===== src/include/uhtf_regs.vh =====
// register map, field positions and timing counts for the token/frame block
`ifndef UHTF_REGS_VH
`define UHTF_REGS_VH

`define UHTF_OFF_ADDR      8'h00
`define UHTF_OFF_FRAME_LOW_BITS      8'h04
`define UHTF_OFF_FRAME_HIGH_BITS      8'h08
`define UHTF_OFF_TOK       8'h0C
`define UHTF_OFF_SOF       8'h10
`define UHTF_OFF_CTRL      8'h14
`define UHTF_OFF_STAT      8'h18

`define UHTF_ADDR_LS_BIT   7
`define UHTF_CTRL_SOF_GENERATION_ENABLE    0
`define UHTF_CTRL_HOSTEN   1
`define UHTF_STAT_BUSY     0

`define UHTF_PID_SETUP     4'hD
`define UHTF_PID_IN        4'h9
`define UHTF_PID_OUT       4'h1
`define UHTF_PID_SOF       4'h5

`define UHTF_CLK_HZ        40000000
`define UHTF_SOF_PERIOD_US 1000
`define UHTF_SOF_CYCLES    ((`UHTF_CLK_HZ / 1000000) * `UHTF_SOF_PERIOD_US)
`define UHTF_TOK_CYCLES    5'h10
`define UHTF_RESET_VAL     32'h0000_0000

`endif


===== src/rtl/uhtf_sof_timer.v =====
// one millisecond start-of-frame tick generator with frame counter
`include "uhtf_regs.vh"
`default_nettype none
module uhtf_sof_timer #(
    parameter SOF_CYCLES = `UHTF_SOF_CYCLES
) (
    input  wire        pclk,       // module clock
    input  wire        presetn,    // async reset, active low
    input  wire        enable,     // sof generation on
    output reg         tick,       // one-cycle pulse each frame
    output reg  [10:0] frame       // frame number to send
);
    reg [15:0] cnt_r;

    always @(posedge pclk or negedge presetn) begin
        if (!presetn) begin
            cnt_r <= 16'h0000;
            tick  <= 1'b0;
            frame <= 11'h000;
        end else if (!enable) begin
            cnt_r <= 16'h0000;
            tick  <= 1'b0;
        end else if (cnt_r == SOF_CYCLES[15:0] - 16'h0001) begin
            cnt_r <= 16'h0000;
            tick  <= 1'b1;
            frame <= frame + 11'h001;
        end else begin
            cnt_r <= cnt_r + 16'h0001;
            tick  <= 1'b0;
        end
    end
endmodule
`default_nettype wire


===== src/rtl/uhtf_top.v =====
// token, frame-number and sof-threshold registers behind an apb slave
//
// Summary of operation
// - address bit 7 set means next token goes out at low speed
// - address bits 6-0 hold the readable, writable device address
// - each received sof loads frame number bits 7-0 into frame-low
// - each received sof loads frame number bits 10-8 into frame-high
// - token type 1101 setup, 1001 in, 0001 out
// - address, frame-low, token, threshold bits 31-8 read zero
// - frame-high bits 31-3 read zero
// - threshold count is 8-bit read/write, reset to zero
// - host mode with sof enabled sends a sof every millisecond
//
// The register offsets and register access over APB were decided locally.
`include "uhtf_regs.vh"
`default_nettype none
module uhtf_top (
    input  wire        pclk,          // 40 MHz module clock
    input  wire        presetn,       // async reset, active low
    input  wire        psel,          // apb select
    input  wire        penable,       // apb access phase
    input  wire        pwrite,        // apb write
    input  wire [7:0]  paddr,         // apb byte address
    input  wire [31:0] pwdata,        // apb write data
    output reg  [31:0] prdata,        // apb read data
    output reg         pready,        // apb ready
    output reg         pslverr,       // apb error on unmapped address
    input  wire        sof_rx,        // sof token received pulse
    input  wire [10:0] sof_rx_frame,  // frame number of received sof
    input  wire        tok_done,      // link finished current token
    output reg         tok_start,     // one-cycle token launch
    output reg  [3:0]  tok_pid,       // token type to send
    output reg  [6:0]  tok_addr,      // target device address
    output reg  [3:0]  tok_ep,        // target endpoint
    output reg         tok_low_speed, // launch at low speed
    output reg         token_in_progress, // token busy
    output reg         sof_tx,        // host sof launch pulse
    output reg  [10:0] sof_tx_frame,  // frame number of sent sof
    output reg  [7:0]  sof_threshold_count // threshold to link logic
);
    localparam ST_IDLE = 2'd0;
    localparam ST_BUSY = 2'd1;

    reg        low_speed_select_r;
    reg [6:0]  target_device_address_r;
    reg [7:0]  frame_low_bits_r;
    reg [2:0]  frame_high_bits_r;
    reg [7:0]  token_command_r;
    reg [7:0]  sof_threshold_r;
    reg        sof_generation_enable_r;
    reg        host_enable_r;
    reg [1:0]  state_r;
    reg [1:0]  state_nxt;
    reg [4:0]  tok_cnt_r;
    reg [31:0] rdata_nxt;
    reg        err_nxt;
    wire       tick;
    wire [10:0] gen_frame;

    wire setup_ph = psel && !penable;
    wire wr_en    = setup_ph && pwrite;
    wire rd_en    = setup_ph && !pwrite;

    // decode used only by the error path; write and read paths decode paddr in their own case
    function mapped;
        input [7:0] a;
        begin
            mapped = (a == `UHTF_OFF_ADDR) || (a == `UHTF_OFF_FRAME_LOW_BITS) ||
                     (a == `UHTF_OFF_FRAME_HIGH_BITS) || (a == `UHTF_OFF_TOK)  ||
                     (a == `UHTF_OFF_SOF)  || (a == `UHTF_OFF_CTRL) ||
                     (a == `UHTF_OFF_STAT);
        end
    endfunction

    function pid_valid;
        input [3:0] p;
        begin
            pid_valid = (p == `UHTF_PID_SETUP) || (p == `UHTF_PID_IN) ||
                        (p == `UHTF_PID_OUT);
        end
    endfunction

    wire tok_wr = wr_en && (paddr == `UHTF_OFF_TOK);

    uhtf_sof_timer u_sof (
        .pclk    (pclk),
        .presetn (presetn),
        .enable  (sof_generation_enable_r && host_enable_r),
        .tick    (tick),
        .frame   (gen_frame)
    );

    // register writes, taken in the setup cycle so access ends at once
    always @(posedge pclk or negedge presetn) begin
        if (!presetn) begin
            low_speed_select_r      <= 1'b0;
            target_device_address_r <= 7'h00;
            token_command_r         <= 8'h00;
            sof_threshold_r         <= 8'h00;
            sof_generation_enable_r <= 1'b0;
            host_enable_r           <= 1'b0;
        end else if (wr_en) begin
            case (paddr)
                `UHTF_OFF_ADDR: begin
                    low_speed_select_r      <= pwdata[`UHTF_ADDR_LS_BIT];
                    target_device_address_r <= pwdata[6:0];
                end
                `UHTF_OFF_TOK: begin
                    // busy writes are dropped so a running token holds
                    if (state_r == ST_IDLE)
                        token_command_r <= pwdata[7:0];
                end
                `UHTF_OFF_SOF:  sof_threshold_r <= pwdata[7:0];
                `UHTF_OFF_CTRL: begin
                    sof_generation_enable_r <= pwdata[`UHTF_CTRL_SOF_GENERATION_ENABLE];
                    host_enable_r           <= pwdata[`UHTF_CTRL_HOSTEN];
                end
                default: ;
            endcase
        end
    end

    // frame capture
    always @(posedge pclk or negedge presetn) begin
        if (!presetn) begin
            frame_low_bits_r  <= 8'h00;
            frame_high_bits_r <= 3'h0;
        end else if (sof_rx) begin
            frame_low_bits_r  <= sof_rx_frame[7:0];
            frame_high_bits_r <= sof_rx_frame[10:8];
        end
    end

    // token sequencer
    always @* begin
        state_nxt = state_r;
        case (state_r)
            ST_IDLE: begin
                if (tok_wr && pid_valid(pwdata[7:4]))
                    state_nxt = ST_BUSY;
            end
            ST_BUSY: begin
                // busy ends on the link's answer or after a fixed timeout
                if (tok_done || tok_cnt_r == `UHTF_TOK_CYCLES - 5'h01)
                    state_nxt = ST_IDLE;
            end
            default: state_nxt = ST_IDLE;
        endcase
    end

    always @(posedge pclk or negedge presetn) begin
        if (!presetn) begin
            state_r           <= ST_IDLE;
            tok_cnt_r         <= 5'd0;
            tok_start         <= 1'b0;
            tok_pid           <= 4'h0;
            tok_addr          <= 7'h00;
            tok_ep            <= 4'h0;
            tok_low_speed     <= 1'b0;
            token_in_progress <= 1'b0;
        end else begin
            state_r   <= state_nxt;
            tok_start <= 1'b0;
            // launch with current address, endpoint, speed
            if (state_r == ST_IDLE && state_nxt == ST_BUSY) begin
                tok_start     <= 1'b1;
                tok_pid       <= pwdata[7:4];
                tok_ep        <= pwdata[3:0];
                tok_addr      <= target_device_address_r;
                tok_low_speed <= low_speed_select_r;
            end
            if (state_r == ST_BUSY)
                tok_cnt_r <= tok_cnt_r + 5'd1;
            else
                tok_cnt_r <= 5'd0;
            token_in_progress <= (state_nxt == ST_BUSY);
        end
    end

    // sof transmit and threshold outputs
    always @(posedge pclk or negedge presetn) begin
        if (!presetn) begin
            sof_tx              <= 1'b0;
            sof_tx_frame        <= 11'h000;
            sof_threshold_count <= 8'h00;
        end else begin
            sof_tx              <= tick;
            if (tick)
                sof_tx_frame    <= gen_frame;
            sof_threshold_count <= sof_threshold_r;
        end
    end

    // read mux; upper bits stay zero
    always @* begin
        rdata_nxt = 32'h0000_0000;
        err_nxt   = !mapped(paddr);
        case (paddr)
            `UHTF_OFF_ADDR:
                rdata_nxt[7:0] = {low_speed_select_r,
                                  target_device_address_r};
            `UHTF_OFF_FRAME_LOW_BITS: rdata_nxt[7:0] = frame_low_bits_r;
            `UHTF_OFF_FRAME_HIGH_BITS: rdata_nxt[2:0] = frame_high_bits_r;
            `UHTF_OFF_TOK:  rdata_nxt[7:0] = token_command_r;
            `UHTF_OFF_SOF:  rdata_nxt[7:0] = sof_threshold_r;
            `UHTF_OFF_CTRL: begin
                rdata_nxt[`UHTF_CTRL_SOF_GENERATION_ENABLE]  = sof_generation_enable_r;
                rdata_nxt[`UHTF_CTRL_HOSTEN] = host_enable_r;
            end
            `UHTF_OFF_STAT:
                rdata_nxt[`UHTF_STAT_BUSY] = token_in_progress;
            default: rdata_nxt = 32'h0000_0000;
        endcase
    end

    // apb answer: ready in the access cycle, zero wait states
    always @(posedge pclk or negedge presetn) begin
        if (!presetn) begin
            prdata  <= 32'h0000_0000;
            pready  <= 1'b0;
            pslverr <= 1'b0;
        end else begin
            pready  <= setup_ph;
            pslverr <= setup_ph && err_nxt;
            if (rd_en)
                prdata <= rdata_nxt;
        end
    end
endmodule
`default_nettype wire


===== config.mk =====
export PLATFORM = sky130hd
export DESIGN_NAME = uhtf_top
export DESIGN_NICKNAME = d
export VERILOG_FILES = /design/src/rtl/uhtf_sof_timer.v /design/src/rtl/uhtf_top.v
export VERILOG_INCLUDE_DIRS = /design/src /design/src/include
export SDC_FILE = /design/constraint.sdc
export NUM_CORES = 1
export LEC_CHECK = 0
export ABC_AREA = 1
export BUFFER_PORTS_ARGS = -buffer_cell sky130_fd_sc_hd__buf_2
export CORE_UTILIZATION = 56
export CTS_BUF_LIST = sky130_fd_sc_hd__clkbuf_8
export CTS_CLUSTER_SIZE = 12
export DETAILED_ROUTE_END_ITERATION = 16
export HOLD_SLACK_MARGIN = 0.03
export PLACE_DENSITY = 0.81
export SLEW_MARGIN = 40
export SYNTH_ARGS = -nofsm -noshare
export SYNTH_HDL_FRONTEND = slang
export SYNTH_SLANG_ARGS = --single-unit

===== constraint.sdc =====
create_clock -name pclk -period 1.7 [get_ports pclk]
set_input_delay 0.34 -clock pclk [delete_from_list [all_inputs] [get_ports pclk]]
set_output_delay 0.34 -clock pclk [all_outputs]
set_load 0.03 [all_outputs]

### Word level (Yosys, flattened, before mapping)

Cells that the tools add are included.
Widths: inputs -> output; s select.

| storage, ports and cells | value |
|---|---|
| register bits | 120 |
| input port bits | 58 |
| output and inout port bits | 72 |

| cells by class | value |
|---|---|
| add/subtract/negate cells | 3 |
| equality and inequality tests | 13 |
| mux-type cells | 13 |
| reduce and logical (&&, ||, !) cells | 27 |

Operators by type and width:

| cell | number |
|---|---|
| $mux 16 | 2 |
| $eq 8x5->1 const B | 3 |
| $pmux 5 s4 | 1 |
| $add 16x1->16 const B | 1 |
| $eq 16x16->1 const B | 1 |
| $eq 8x4->1 const B | 2 |
| $add 11x1->11 const B | 1 |
| $logic_or 1x1->1 | 9 |
| $eq 4x4->1 const B | 2 |
| $eq 8x3->1 const B | 1 |
| $logic_and 1x1->1 | 8 |
| $logic_not 8->1 | 1 |
| $reduce_and 2->1 | 4 |
| $pmux 1 s7 | 1 |
| $pmux 1 s6 | 1 |
| $add 5x1->5 const B | 1 |
| $eq 5x4->1 const B | 1 |
| $mux 5 | 1 |
| $pmux 1 s5 | 1 |
| $eq 2x1->1 const B | 2 |
| $eq 4x1->1 const B | 1 |
| $mux 2 | 2 |
| $pmux 2 s2 | 1 |
| $logic_not 1->1 | 3 |
| other kinds (3) | 5 |

### Depth between registers and ports, before layout

Gate-level depths: netlist of the first run.

| logic depth | value |
|---|---|
| word-level depth | 10 |
| gate-level depth with buffers | 10 |

### Cells and area by module

A second synthesis of the first run with hierarchy kept.

| unflattened totals | value |
|---|---|
| cells, all modules | 637 |
| area, all modules | 5680.4 um^2 |

By module, submodules not included:

| module | instances | cells each | area an instance (um^2) | sequential area each (um^2) |
|---|---|---|---|---|
| uhtf_top | 1 | 410 | 4026.4 | 2302.2 |
| uhtf_sof_timer | 1 | 227 | 1654.1 | 700.7 |

### Least setup slack after synthesis of the first run

Ideal clock, no wire load.

| timing | value |
|---|---|
| path type | register to register |
| start point | register u_sof.cnt_r[0] |
| end point | register u_sof.frame[8] |
| data arrival time | 1.337 ns |
| data required time | 1.573 ns |
| path slack | 0.236 ns |
| cell stages (with the launch flop) | 11 |
| path buffers | 1 |
| clock period less this slack | 1.464 ns |
| cells stage by stage | dfrtp_1 > ha_1 > nand2_1 > inv_1 > nand3_1 > nor2_2 > nand2_2 > clkinv_2 > buf_6 > nand2_1 > o21ai_0 |

| on the way | value |
|---|---|
| cells in the longest elaborated chain, start to end | 2 |

RTL lines:

| item | line | text |
|---|---|---|
| start: declaration | uhtf_sof_timer.v:13 | `reg [15:0] cnt_r;` |
| start signal: assignment | uhtf_sof_timer.v:28 | `cnt_r <= cnt_r + 16'h0001;` |
| $eq 16x16->1 | uhtf_sof_timer.v:23 | `end else if (cnt_r == SOF_CYCLES[15:0] - 16'h0001) begin` |
| $reduce_and 2->1 (no source line) | -- |  |
| end signal: assignment | uhtf_sof_timer.v:26 | `frame <= frame + 11'h001;` |
| end: declaration | uhtf_sof_timer.v:11 | `output reg [10:0] frame` |

Every way passes these cells.
A chain may end at the register's enable or synchronous reset.

### Worst setup path in the final report of the first run

| timing | value |
|---|---|
| start point | register u_sof.cnt_r[0] |
| end point | register u_sof.frame[1] |

The elaborated chain is that of the path after synthesis.

==> results.toml, run 1 <==
[outcome]
status = "completed"

[finish]
area_growth_pct = 18.4
nNetsFinal = 779
drive_gt1_share_pct = 23.0
num_antenna_cells = 0
instances_no_fill = 859
post-route-util_pct = 69.7
stdcell_area_um2 = 6570

[routing]
dr.pass1.iters = 5
vias_per_cell = 5.14
drc = 0
routed_wl_um = 11900
num_vias = 4412
wire_per_inst_um = 13.8
ant_nets = 0
drt_iter0_drc = 257

[synthesis]
synth_edf_count = 0
yosysTopAreaCell = "dfrtp_1"
synth-seq-area-share_pct = 54.2
yosysWarnings = 0
netlist.area_leader.share_pct = 54.2
synth_area_leaders = "dfrtp_1 (54%), nand2_1 (10%), o21ai_0 (4.6%), inv_1 (4.1%), nor2_1 (3.8%)"
avgSynthCellArea_um2 = 8.96
ys.flop_type = "dfrtp_1"
syn-instance-count = 619
async_flop_share_pct = 100
synth.distinct_cells = 38
syn_area_um2 = 5550
ys_ff_latch = 120

[clock_network]
clk_latency_ns = 0.43
root_buffer = "clkbuf_8"
cts-htree-levels = 4
tritoncts = "yes"
clk_path_buf_depth = 2
clock_sinks = 120
cts_buffers = 17
clk_pin_slew_ns = 0.07

[global_route]
grt_pass1_vias = 4259
busiest_layer = "met2"
grt_max_degree = 40
use_met3_pct = 6.21
grt_overflow = 0
globalRouteMet2Util_pct = 43.6
grt_pass1_wl_um = 19800
grt.total_usage_pct = 25.3
grtUsageMet1_pct = 30.0
antenna_found_initial = 0

[placement]
dp_hpwl_um = 8340
gp_congestion = 0.917
post_dp_cell_area_um2 = 6060
port_buffers = 81
dp.cells = 826

[pwr]
p_seq_share_pct = 46.7
switchingPower_w = 0.00148
power.density_nw_per_um2 = 956
p_int_w = 0.00480
clkPwrFrac_pct = 47.5
power_w = 0.00628
p_leak_nw = 3.49
combPwrFrac_pct = 5.8
peakVddDrop_uv = 760
switching_share_pct = 23.6

[die]
io_pins = 130
die_h_um = 102
start_util_pct = 58.9
num_rows = 35
chipWidth_um = 102
fp.coreArea_um2 = 9420
dieArea_um2 = 10300

[worst_setup_path]
cp_data_required_time_ns = 2.04
crit_path_end_kind = "flop"
path_max_fanout = 15
arrival_ns = 1.92
cp-start-kind = "flop"
worstSetupPathType = "flop to flop"

[sta]
fmax_mhz = 633
hold_viol_final = 0
finalSetupViolCount = 0
clock_skew_ns = 0.0108
rsz0062_at_grt = "no"
fin_tns_setup_ns = 0
period_share_pct = 92.9
finalCriticalPeriod_ns = 1.58
final_max_slew_viol_count = 0

[flow_run]
drv_cap = 0

[min_path]
hp-class = "input pin to flop"
==> final timing paths <==
check,startpoint,to,slack (ns),cells past startpoint
worst min register to register,sof_threshold_r[6]$_DFFE_PN0P_,sof_threshold_count[6]$_DFF_PN0_,0.41,0
max in group asynchronous,presetn,sof_threshold_count[4]$_DFF_PN0_,0.81,3
worst max register to register,u_sof.cnt_r[0]$_DFF_PN0_,u_sof.frame[1]$_DFFE_PN0P_,0.12,8
min in group asynchronous,presetn,prdata[2]$_DFFE_PN0P_,0.31,2
worst min-delay path,tok_done,token_in_progress$_DFF_PN0_,0.10,2
worst max-delay path,u_sof.cnt_r[0]$_DFF_PN0_,u_sof.frame[1]$_DFFE_PN0P_,0.12,8
==> cells by family after synthesis <==
group,count (synthesis),share of synthesized area [%]
mux,6,1.22
compound gates,85,8.62
other cells,1,0.0676
buf+inv,100,9.14
fa+ha+maj,4,0.903
flops,120,54.2
xor+xnor,14,2.21
simple gates,289,23.7
==> routing by layer <==
layer / wire length (µm) / up-vias
li1: - / 2127
met1: 5010 / 2121
met2: 6130 / 140
met3: 512 / 24
met4: 204 / 0
met5: 0 / -
==> cell usage after synthesis, drive strengths merged, types with 2 or more instances <==
master / number
nand2: 160
dfrtp: 120
nor2: 66
inv: 61
o21ai: 61
nand3: 37
buf: 30
a21oi: 16
nor3: 12
xor2: 11
clkbuf: 7
nand4: 7
mux2: 6
ha: 4
or2: 4
o31ai: 3
xnor2: 3
clkinv: 2
o21a: 2
==> repair_timing <==
action,CTS,global route
gates resized for setup,1,4
endpoints found under the hold margin,41,0
endpoints found under the setup margin,1,7
gates cloned,0,0
hold buffers,1,0
setup buffers,0,0
==> placed cells by master (no fill, tap or decap), types with 2 or more instances in the layout <==
cell type / count
o21ai_2: 7
mux2_2: 6
nand2_1: 150
o31ai_1: 2
nor3_1: 11
clkinvlp_4: 3
inv_1: 61
bufinv_16: 5
buf_2: 80
ha_1: 4
inv_6: 3
conb_1: 25
nor2_2: 4
or2_2: 4
nor2_1: 56
xor2_1: 11
nand3_1: 35
clkbuf_8: 18
nand3_4: 2
dfrtp_1: 120
o21ai_1: 3
a21oi_1: 16
o21ai_0: 51
clkinv_4: 3
nand4_1: 7
nand2_4: 5
xnor2_1: 3
nand2_2: 5
buf_12: 4
nor2_4: 5
o21a_1: 2
buf_4: 7
==> worst max-delay path, stage by stage (launching register included) <==
cell	delay [ns]
dfrtp_1	0.41
ha_1	0.23
nand2_1	0.10
inv_1	0.07
nand3_1	0.15
nor2_4	0.07
nand2_4	0.11
clkinv_4	0.12
o21ai_0	0.21
==> registers in the layout (all words and copies together) (netlist names), 5 cells and up <==
signal,flops
tok_cnt_r,5
u_sof.cnt_r,16
sof_tx_frame,11
sof_threshold_count,8
frame_low_bits_r,8
prdata,8
sof_threshold_r,8
tok_addr,7
token_command_r,8
u_sof.frame,11
target_device_address_r,7
==> stage by stage <==
| stage | setup slack [ns] | hold slack [ns] |
|---|---|---|
| detailed placement | 0.0328 | 0.218 |
| global route | 0.00219 | 0.0878 |
| finish | 0.121 | 0.103 |
| global placement | 0.124 | 0.211 |
| CTS | 0.0671 | 0.0732 |
| floorplan | 0.236 | 0.0444 |
==> power groups by stage <==
stage	combinational, W	clock [W]	sequential (W)
6_report	0.000365	0.00298	0.00293
5_1_grt	0.000400	0.00315	0.00293
4_1_cts	0.000368	0.00303	0.00293
3_5_place_dp	0.000363	0	0.00298
3_3_place_gp	0.000352	0	0.00298
2_1_floorplan	0.000216	0	0.00300
==> final cells by class <==
class / count / area [µm²]
Inverter: 63 / 243
Fill cell: 718 / 2850
Timing Repair Buffer: 92 / 543
Clock buffer: 18 / 248
Clock inverter: 14 / 220
Sequential cell: 120 / 3000
Multi-Input combinational cell: 423 / 2150
Tap cell: 129 / 161
Note: power is estimated with default switching activity, not from simulation.
==> run 2: changes to the inputs <==
--- a/config.mk
+++ b/config.mk
@@ -13,7 +13,7 @@
 export CTS_CLUSTER_SIZE = 12
 export DETAILED_ROUTE_END_ITERATION = 16
 export HOLD_SLACK_MARGIN = 0.03
-export PLACE_DENSITY = 0.81
+export PLACE_DENSITY = 0.88
 export SLEW_MARGIN = 40
 export SYNTH_ARGS = -nofsm -noshare
 export SYNTH_HDL_FRONTEND = slang
==> constraint.sdc (replaced) <==
create_clock -name pclk -period 1.7 [get_ports pclk]
set_input_delay 0.085 -clock pclk [delete_from_list [all_inputs] [get_ports pclk]]
set_output_delay 0.085 -clock pclk [all_outputs]
set_load 0.03 [all_outputs]
==> run 2 against run 1 <==
Worst hold slack got worse by 0.019 ns. Flip-flop and latch count did not move. Largest cell class unchanged. Cell count up 2.3%.
==> results.toml, run 2 (same netlist as run 1, synthesis figures left out) <==
[sta]
fin_tns_setup_ns = 0
final_max_slew_viol_count = 0
hold_ws_ns = 0.0838
period_share_pct = 93.9
fmax_mhz = 626
hold_viol_final = 0
clock_skew_ns = 0.00841
finalSetupViolCount = 0
finalCriticalPeriod_ns = 1.60

[clock_network]
root_buffer = "clkbuf_8"
clk_pin_slew_ns = 0.07
clk_path_buf_depth = 2
clock_sinks = 120
clk_latency_ns = 0.42
cts_buffers = 17
tritoncts = "yes"
cts-htree-levels = 4

[worst_setup_path]
path_max_fanout = 4
slowest_stage = "dfrtp_1"
arrival_ns = 1.90
worstSetupPathType = "flop to flop"
critPathLaunch = "u_sof.cnt_r[0]$_DFF_PN0_"
crit_path_end_kind = "flop"
cp_common_cell = "nand2_1"
crit_family = "simple AND/OR/NAND/NOR gates"
reg2reg_depth = 6
rrSetupSlack_ns = 0.10
cp_data_required_time_ns = 2.00
worstPathCellList = "ha_2 > nand2_1 > nor2_2 > nand2_1 > o31ai_4 > nor2_1"
cp-start-kind = "flop"
cp_num_buf_inv = 0
crit_path_max_incr_delay_ns = 0.41
rr_startpoint = "u_sof.cnt_r[0]$_DFF_PN0_"
r2r-end = "u_sof.cnt_r[6]$_DFF_PN0_"

[finish]
regMostFlops = "u_sof.cnt_r"
top_regs = "u_sof.cnt_r: 16 flops, sof_tx_frame: 11 flops, u_sof.frame: 11 flops"
nNetsFinal = 800
largest_reg_flops = 16
instances_no_fill = 879
num_antenna_cells = 0
fillers = 658
area_growth_pct = 20.2
mostFrequentLayoutCells = "nand2_1 (150), dfrtp_1 (120), buf_2 (80)"
drive_gt1_share_pct = 22.0
layout_commonest_cell = "nand2_1"

[routing]
vias_per_cell = 5.15
routed_wl_um = 12200
drt_iter0_drc = 226
drc = 0
ant_nets = 0
dr.pass1.iters = 5
wire_per_inst_um = 13.8
num_vias = 4524

[outcome]
status = "completed"

[die]
die_h_um = 102
num_rows = 35
chipWidth_um = 102
start_util_pct = 58.9
dieArea_um2 = 10300
io_pins = 130
fp.coreArea_um2 = 9420

[min_path]
worstHoldStart = "sof_rx"
holdPathStages = 3
hp-class = "input pin to flop"
hold_end = "frame_low_bits_r[4]$_DFFE_PN0P_"

[global_route]
grt.total_usage_pct = 25.3
grt_max_degree = 53
grt_overflow = 0
grt_pass1_wl_um = 19900
antenna_found_initial = 0
grt_pass1_vias = 4420

[placement]
dp.cells = 825
dp_hpwl_um = 8510
gp_congestion = 0.913
port_buffers = 81

[pwr]
power.density_nw_per_um2 = 861
power_w = 0.00574
peakVddDrop_uv = 569
p_leak_nw = 3.53

[flow_run]
drv_cap = 0
[run 2: repair_timing]
action / 4_1_cts / 5_1_grt
gates cloned: 0 / 0
hold buffers: 23 / 0
endpoints found under the setup margin: 2 / 15
buffers inserted: 0 / 0
endpoints found under the hold margin: 136 / 0
pin swaps: 0 / 2
gates resized for setup: 1 / 7
[run 2: worst register-to-register path: cells and delay by family, from the launching register on]
family	cells	cell delay, ns
and+or+nand+nor	4	0.54
adders and majority gates	1	0.21
AOI/OAI and AO/OA	1	0.31
DFF	1	0.41
[run 2: report_power, final]
part	leakage [nW]	internal, W	switching, W
clock	0.210	0.00134	0.00107
combinational	1.67	0.000125	0.000271
sequential	1.64	0.00290	0.0000282
[run 2: worst max-delay path by stage]
stage	to	slack (ns)	cells after the start
finish	u_sof.cnt_r[6]$_DFF_PN0_	0.10	6
global route	u_sof.frame[8]$_DFFE_PN0P_	-0.001	8
CTS	u_sof.cnt_r[6]$_DFF_PN0_	0.02	6
detailed placement	u_sof.frame[8]$_DFFE_PN0P_	0.03	9
global placement	u_sof.frame[8]$_DFFE_PN0P_	0.15	8
floorplan	u_sof.frame[8]$_DFFE_PN0P_	0.24	10
[run 2: layout make-up]
class,count,area [µm²],share of cell area (%)
sequential,120,3000,45.0
multi-input combinational,423,2150,32.3
timing repair buffer,113,731,11.0
clock buffer,19,262,3.92
inverter,63,245,3.68
tap,129,161,2.42
clock inverter,12,113,1.69
[run 2: routing by layer]
metal,track usage (%),vias up,part of all wire [%]
li1,-,2168,-
met1,30.6,2180,42
met2,44.9,158,53
met3,5.18,18,4.5
met4,9.14,0,1.4
met5,0,-,0
[run 2: stage by stage]
stage | cell area, µm² | utilization (%) | setup slack, ns
2_1_floorplan | 5640 | - | 0.236
3_3_place_gp | 6030 | 64.0 | 0.154
3_5_place_dp | 6030 | 64.0 | 0.0345
4_1_cts | 6640 | 70.5 | 0.0221
5_1_grt | 6670 | 70.8 | -0.00124
6_report | 6670 | 70.8 | 0.103
==> run 3: changes to the inputs <==
--- a/config.mk
+++ b/config.mk
@@ -8,12 +8,15 @@
 export LEC_CHECK = 0
 export ABC_AREA = 1
 export BUFFER_PORTS_ARGS = -buffer_cell sky130_fd_sc_hd__buf_2
-export CORE_UTILIZATION = 56
+export CELL_PAD_IN_SITES_DETAIL_PLACEMENT = 1
+export CELL_PAD_IN_SITES_GLOBAL_PLACEMENT = 2
+export CORE_UTILIZATION = 33
 export CTS_BUF_LIST = sky130_fd_sc_hd__clkbuf_8
+export CTS_CLUSTER_DIAMETER = 100
 export CTS_CLUSTER_SIZE = 12
 export DETAILED_ROUTE_END_ITERATION = 16
-export HOLD_SLACK_MARGIN = 0.03
-export PLACE_DENSITY = 0.88
+export HOLD_SLACK_MARGIN = 0.06
+export PLACE_DENSITY = 0.87
 export SLEW_MARGIN = 40
 export SYNTH_ARGS = -nofsm -noshare
 export SYNTH_HDL_FRONTEND = slang
==> run 3 against run 2 <==
Sequential share of layout area shrank 1.6 points. Combinational power grew 6.1%. Critical path depth is the same. Final area grew 3.8%. Non-clock buffer count grew 12. First-iteration DRC count shrank 39%. Critical path type is now input pin to flop.
==> results.toml, run 3 (same netlist as run 1, synthesis figures left out) <==
[clock_network]
clock_sinks = 120
clk_path_buf_depth = 2
clk_latency_ns = 0.45
tritoncts = "yes"
cts_buffers = 17
cts-htree-levels = 4
root_buffer = "clkbuf_8"
clk_pin_slew_ns = 0.07

[worst_setup_path]
slowest_stage = "dlygate4sd3_1"
rrSetupSlack_ns = 0.14
reg2reg_depth = 6
worstPathCellList = "dlygate4sd3_1 > buf_2 > nand2_1 > dlygate4sd3_1 > o21ai_0 > dlygate4sd3_1"
critical_path_cell_count = 6
crit_path_end_kind = "flop"
path_max_fanout = 1
crit_family = "buffers and inverters"
r2r-end = "u_sof.cnt_r[0]$_DFF_PN0_"
cp_num_buf_inv = 4
cp_common_cell = "dlygate4sd3_1"
cp_data_required_time_ns = 2.03
crit_path_max_incr_delay_ns = 0.58
rr_startpoint = "u_sof.cnt_r[0]$_DFF_PN0_"
cp-start-kind = "input pin"
worstSetupPathType = "input pin to flop"
arrival_ns = 1.96
critPathLaunch = "sof_rx_frame[5]"
crit_end = "frame_low_bits_r[5]$_DFFE_PN0P_"

[global_route]
antenna_found_initial = 0
grt_max_degree = 34
grt.total_usage_pct = 17.7
grt_overflow = 0
grt_pass1_vias = 4931
grt_pass1_wl_um = 24300

[finish]
instances_no_fill = 983
nNetsFinal = 812
top_regs = "u_sof.cnt_r: 16 flops, sof_tx_frame: 11 flops, u_sof.frame: 11 flops"
area_growth_pct = 24.8
mostFrequentLayoutCells = "nand2_1 (150), dfrtp_1 (120), buf_2 (80)"
drive_gt1_share_pct = 22.1
num_antenna_cells = 0
stdcell_area_um2 = 6920
layout_commonest_cell = "nand2_1"
largest_reg_flops = 16
regMostFlops = "u_sof.cnt_r"

[routing]
drt_iter0_drc = 137
wl_met2_um = 7410
wire_per_inst_um = 14.3
num_vias = 4508
vias_per_cell = 4.59
drc = 0
met3_wirelength_um = 448
ant_nets = 0
routed_wl_um = 14100
dr.pass1.iters = 4
highest_layer = "met4"
wl_met1_um = 6000

[pwr]
p_leak_nw = 3.60
power.density_nw_per_um2 = 862
peakVddDrop_uv = 479

[sta]
period_share_pct = 96.2
fin_tns_setup_ns = 0
relSlewSlack_pct = 61.0
fin_ws_ns = 0.0647
final_max_slew_viol_count = 0
hold_viol_final = 0
finalSetupViolCount = 0
hold_ws_ns = 0.0896
finalCriticalPeriod_ns = 1.64
worstMarginPinSlew_ns = 0.583
rsz0062_at_grt = "no"
clock_skew_ns = 0.0121
fmax_mhz = 612

[die]
die_h_um = 132
num_rows = 47
fp.coreArea_um2 = 16500
dieArea_um2 = 17300
start_util_pct = 33.7
io_pins = 130
chipWidth_um = 132

[placement]
dp_hpwl_um = 10300
gp_congestion = 0.839
dpl_worst_slack_ns = 0.0193
port_buffers = 81
dp.cells = 919
post_dp_cell_area_um2 = 6180

[flow_run]
drv_cap = 0

[min_path]
hp-class = "input pin to flop"
worstHoldStart = "sof_rx"

[outcome]
status = "completed"
## run 3: per-layer routing
layer / track usage [%] / vias up
met3: 4.09 / 21
met5: 0 / -
met1: 20.6 / 2221
li1: - / 2193
met2: 31.6 / 73
met4: 6.52 / 0
## run 3: report_power, final
part           switching, W  total (W)  internal (W)
clock               0.00113    0.00262       0.00149
sequential        0.0000260    0.00293       0.00290
combinational      0.000280   0.000420      0.000140
## run 3: repair_timing
action                                  4_1_cts  5_1_grt
hold endpoints to repair                    168        0
hold buffers                                 29        0
cloned                                        0        0
endpoints found under the setup margin        1       13
gates resized for setup                       1        4
buffers inserted                              0        3
## run 3: worst min-delay path by stage
stage | to | slack (ns) | cells after the start
final | frame_low_bits_r[3]$_DFFE_PN0P_ | 0.09 | 2
after global routing | frame_low_bits_r[3]$_DFFE_PN0P_ | 0.10 | 2
after CTS | frame_low_bits_r[1]$_DFFE_PN0P_ | 0.06 | 3
after detailed placement | sof_tx$_DFF_PN0_ | 0.05 | 1
after global placement | u_sof.cnt_r[9]$_DFF_PN0_ | 0.05 | 1
after floorplan | frame_high_bits_r[0]$_DFFE_PN0P_ | -0.21 | 0
## run 3: per-stage QoR
stage	total power (W)	util, %
after floorplan	0.00322	-
after global placement	0.00334	37.5
after detailed placement	0.00335	37.5
after CTS	0.00605	41.7
after global routing	0.00620	42.0
final	0.00597	42.0
## run 3: layout make-up
cell class                 instances  area [µm²]
sequential                       120        3000
inverter                          63         243
timing repair buffer             125         848
multi-input combinational        423        2150
clock inverter                    13         139
tap                              220         275
fill                            1985        9550
clock buffer                      19         262
## run 3: worst reg2reg max path: stages (launching register included)
cell	delay, ns
dfrtp_1	0.40
ha_1	0.18
nand2_1	0.09
nor2_2	0.18
nand2_1	0.16
o31ai_4	0.34
nor2_1	0.09
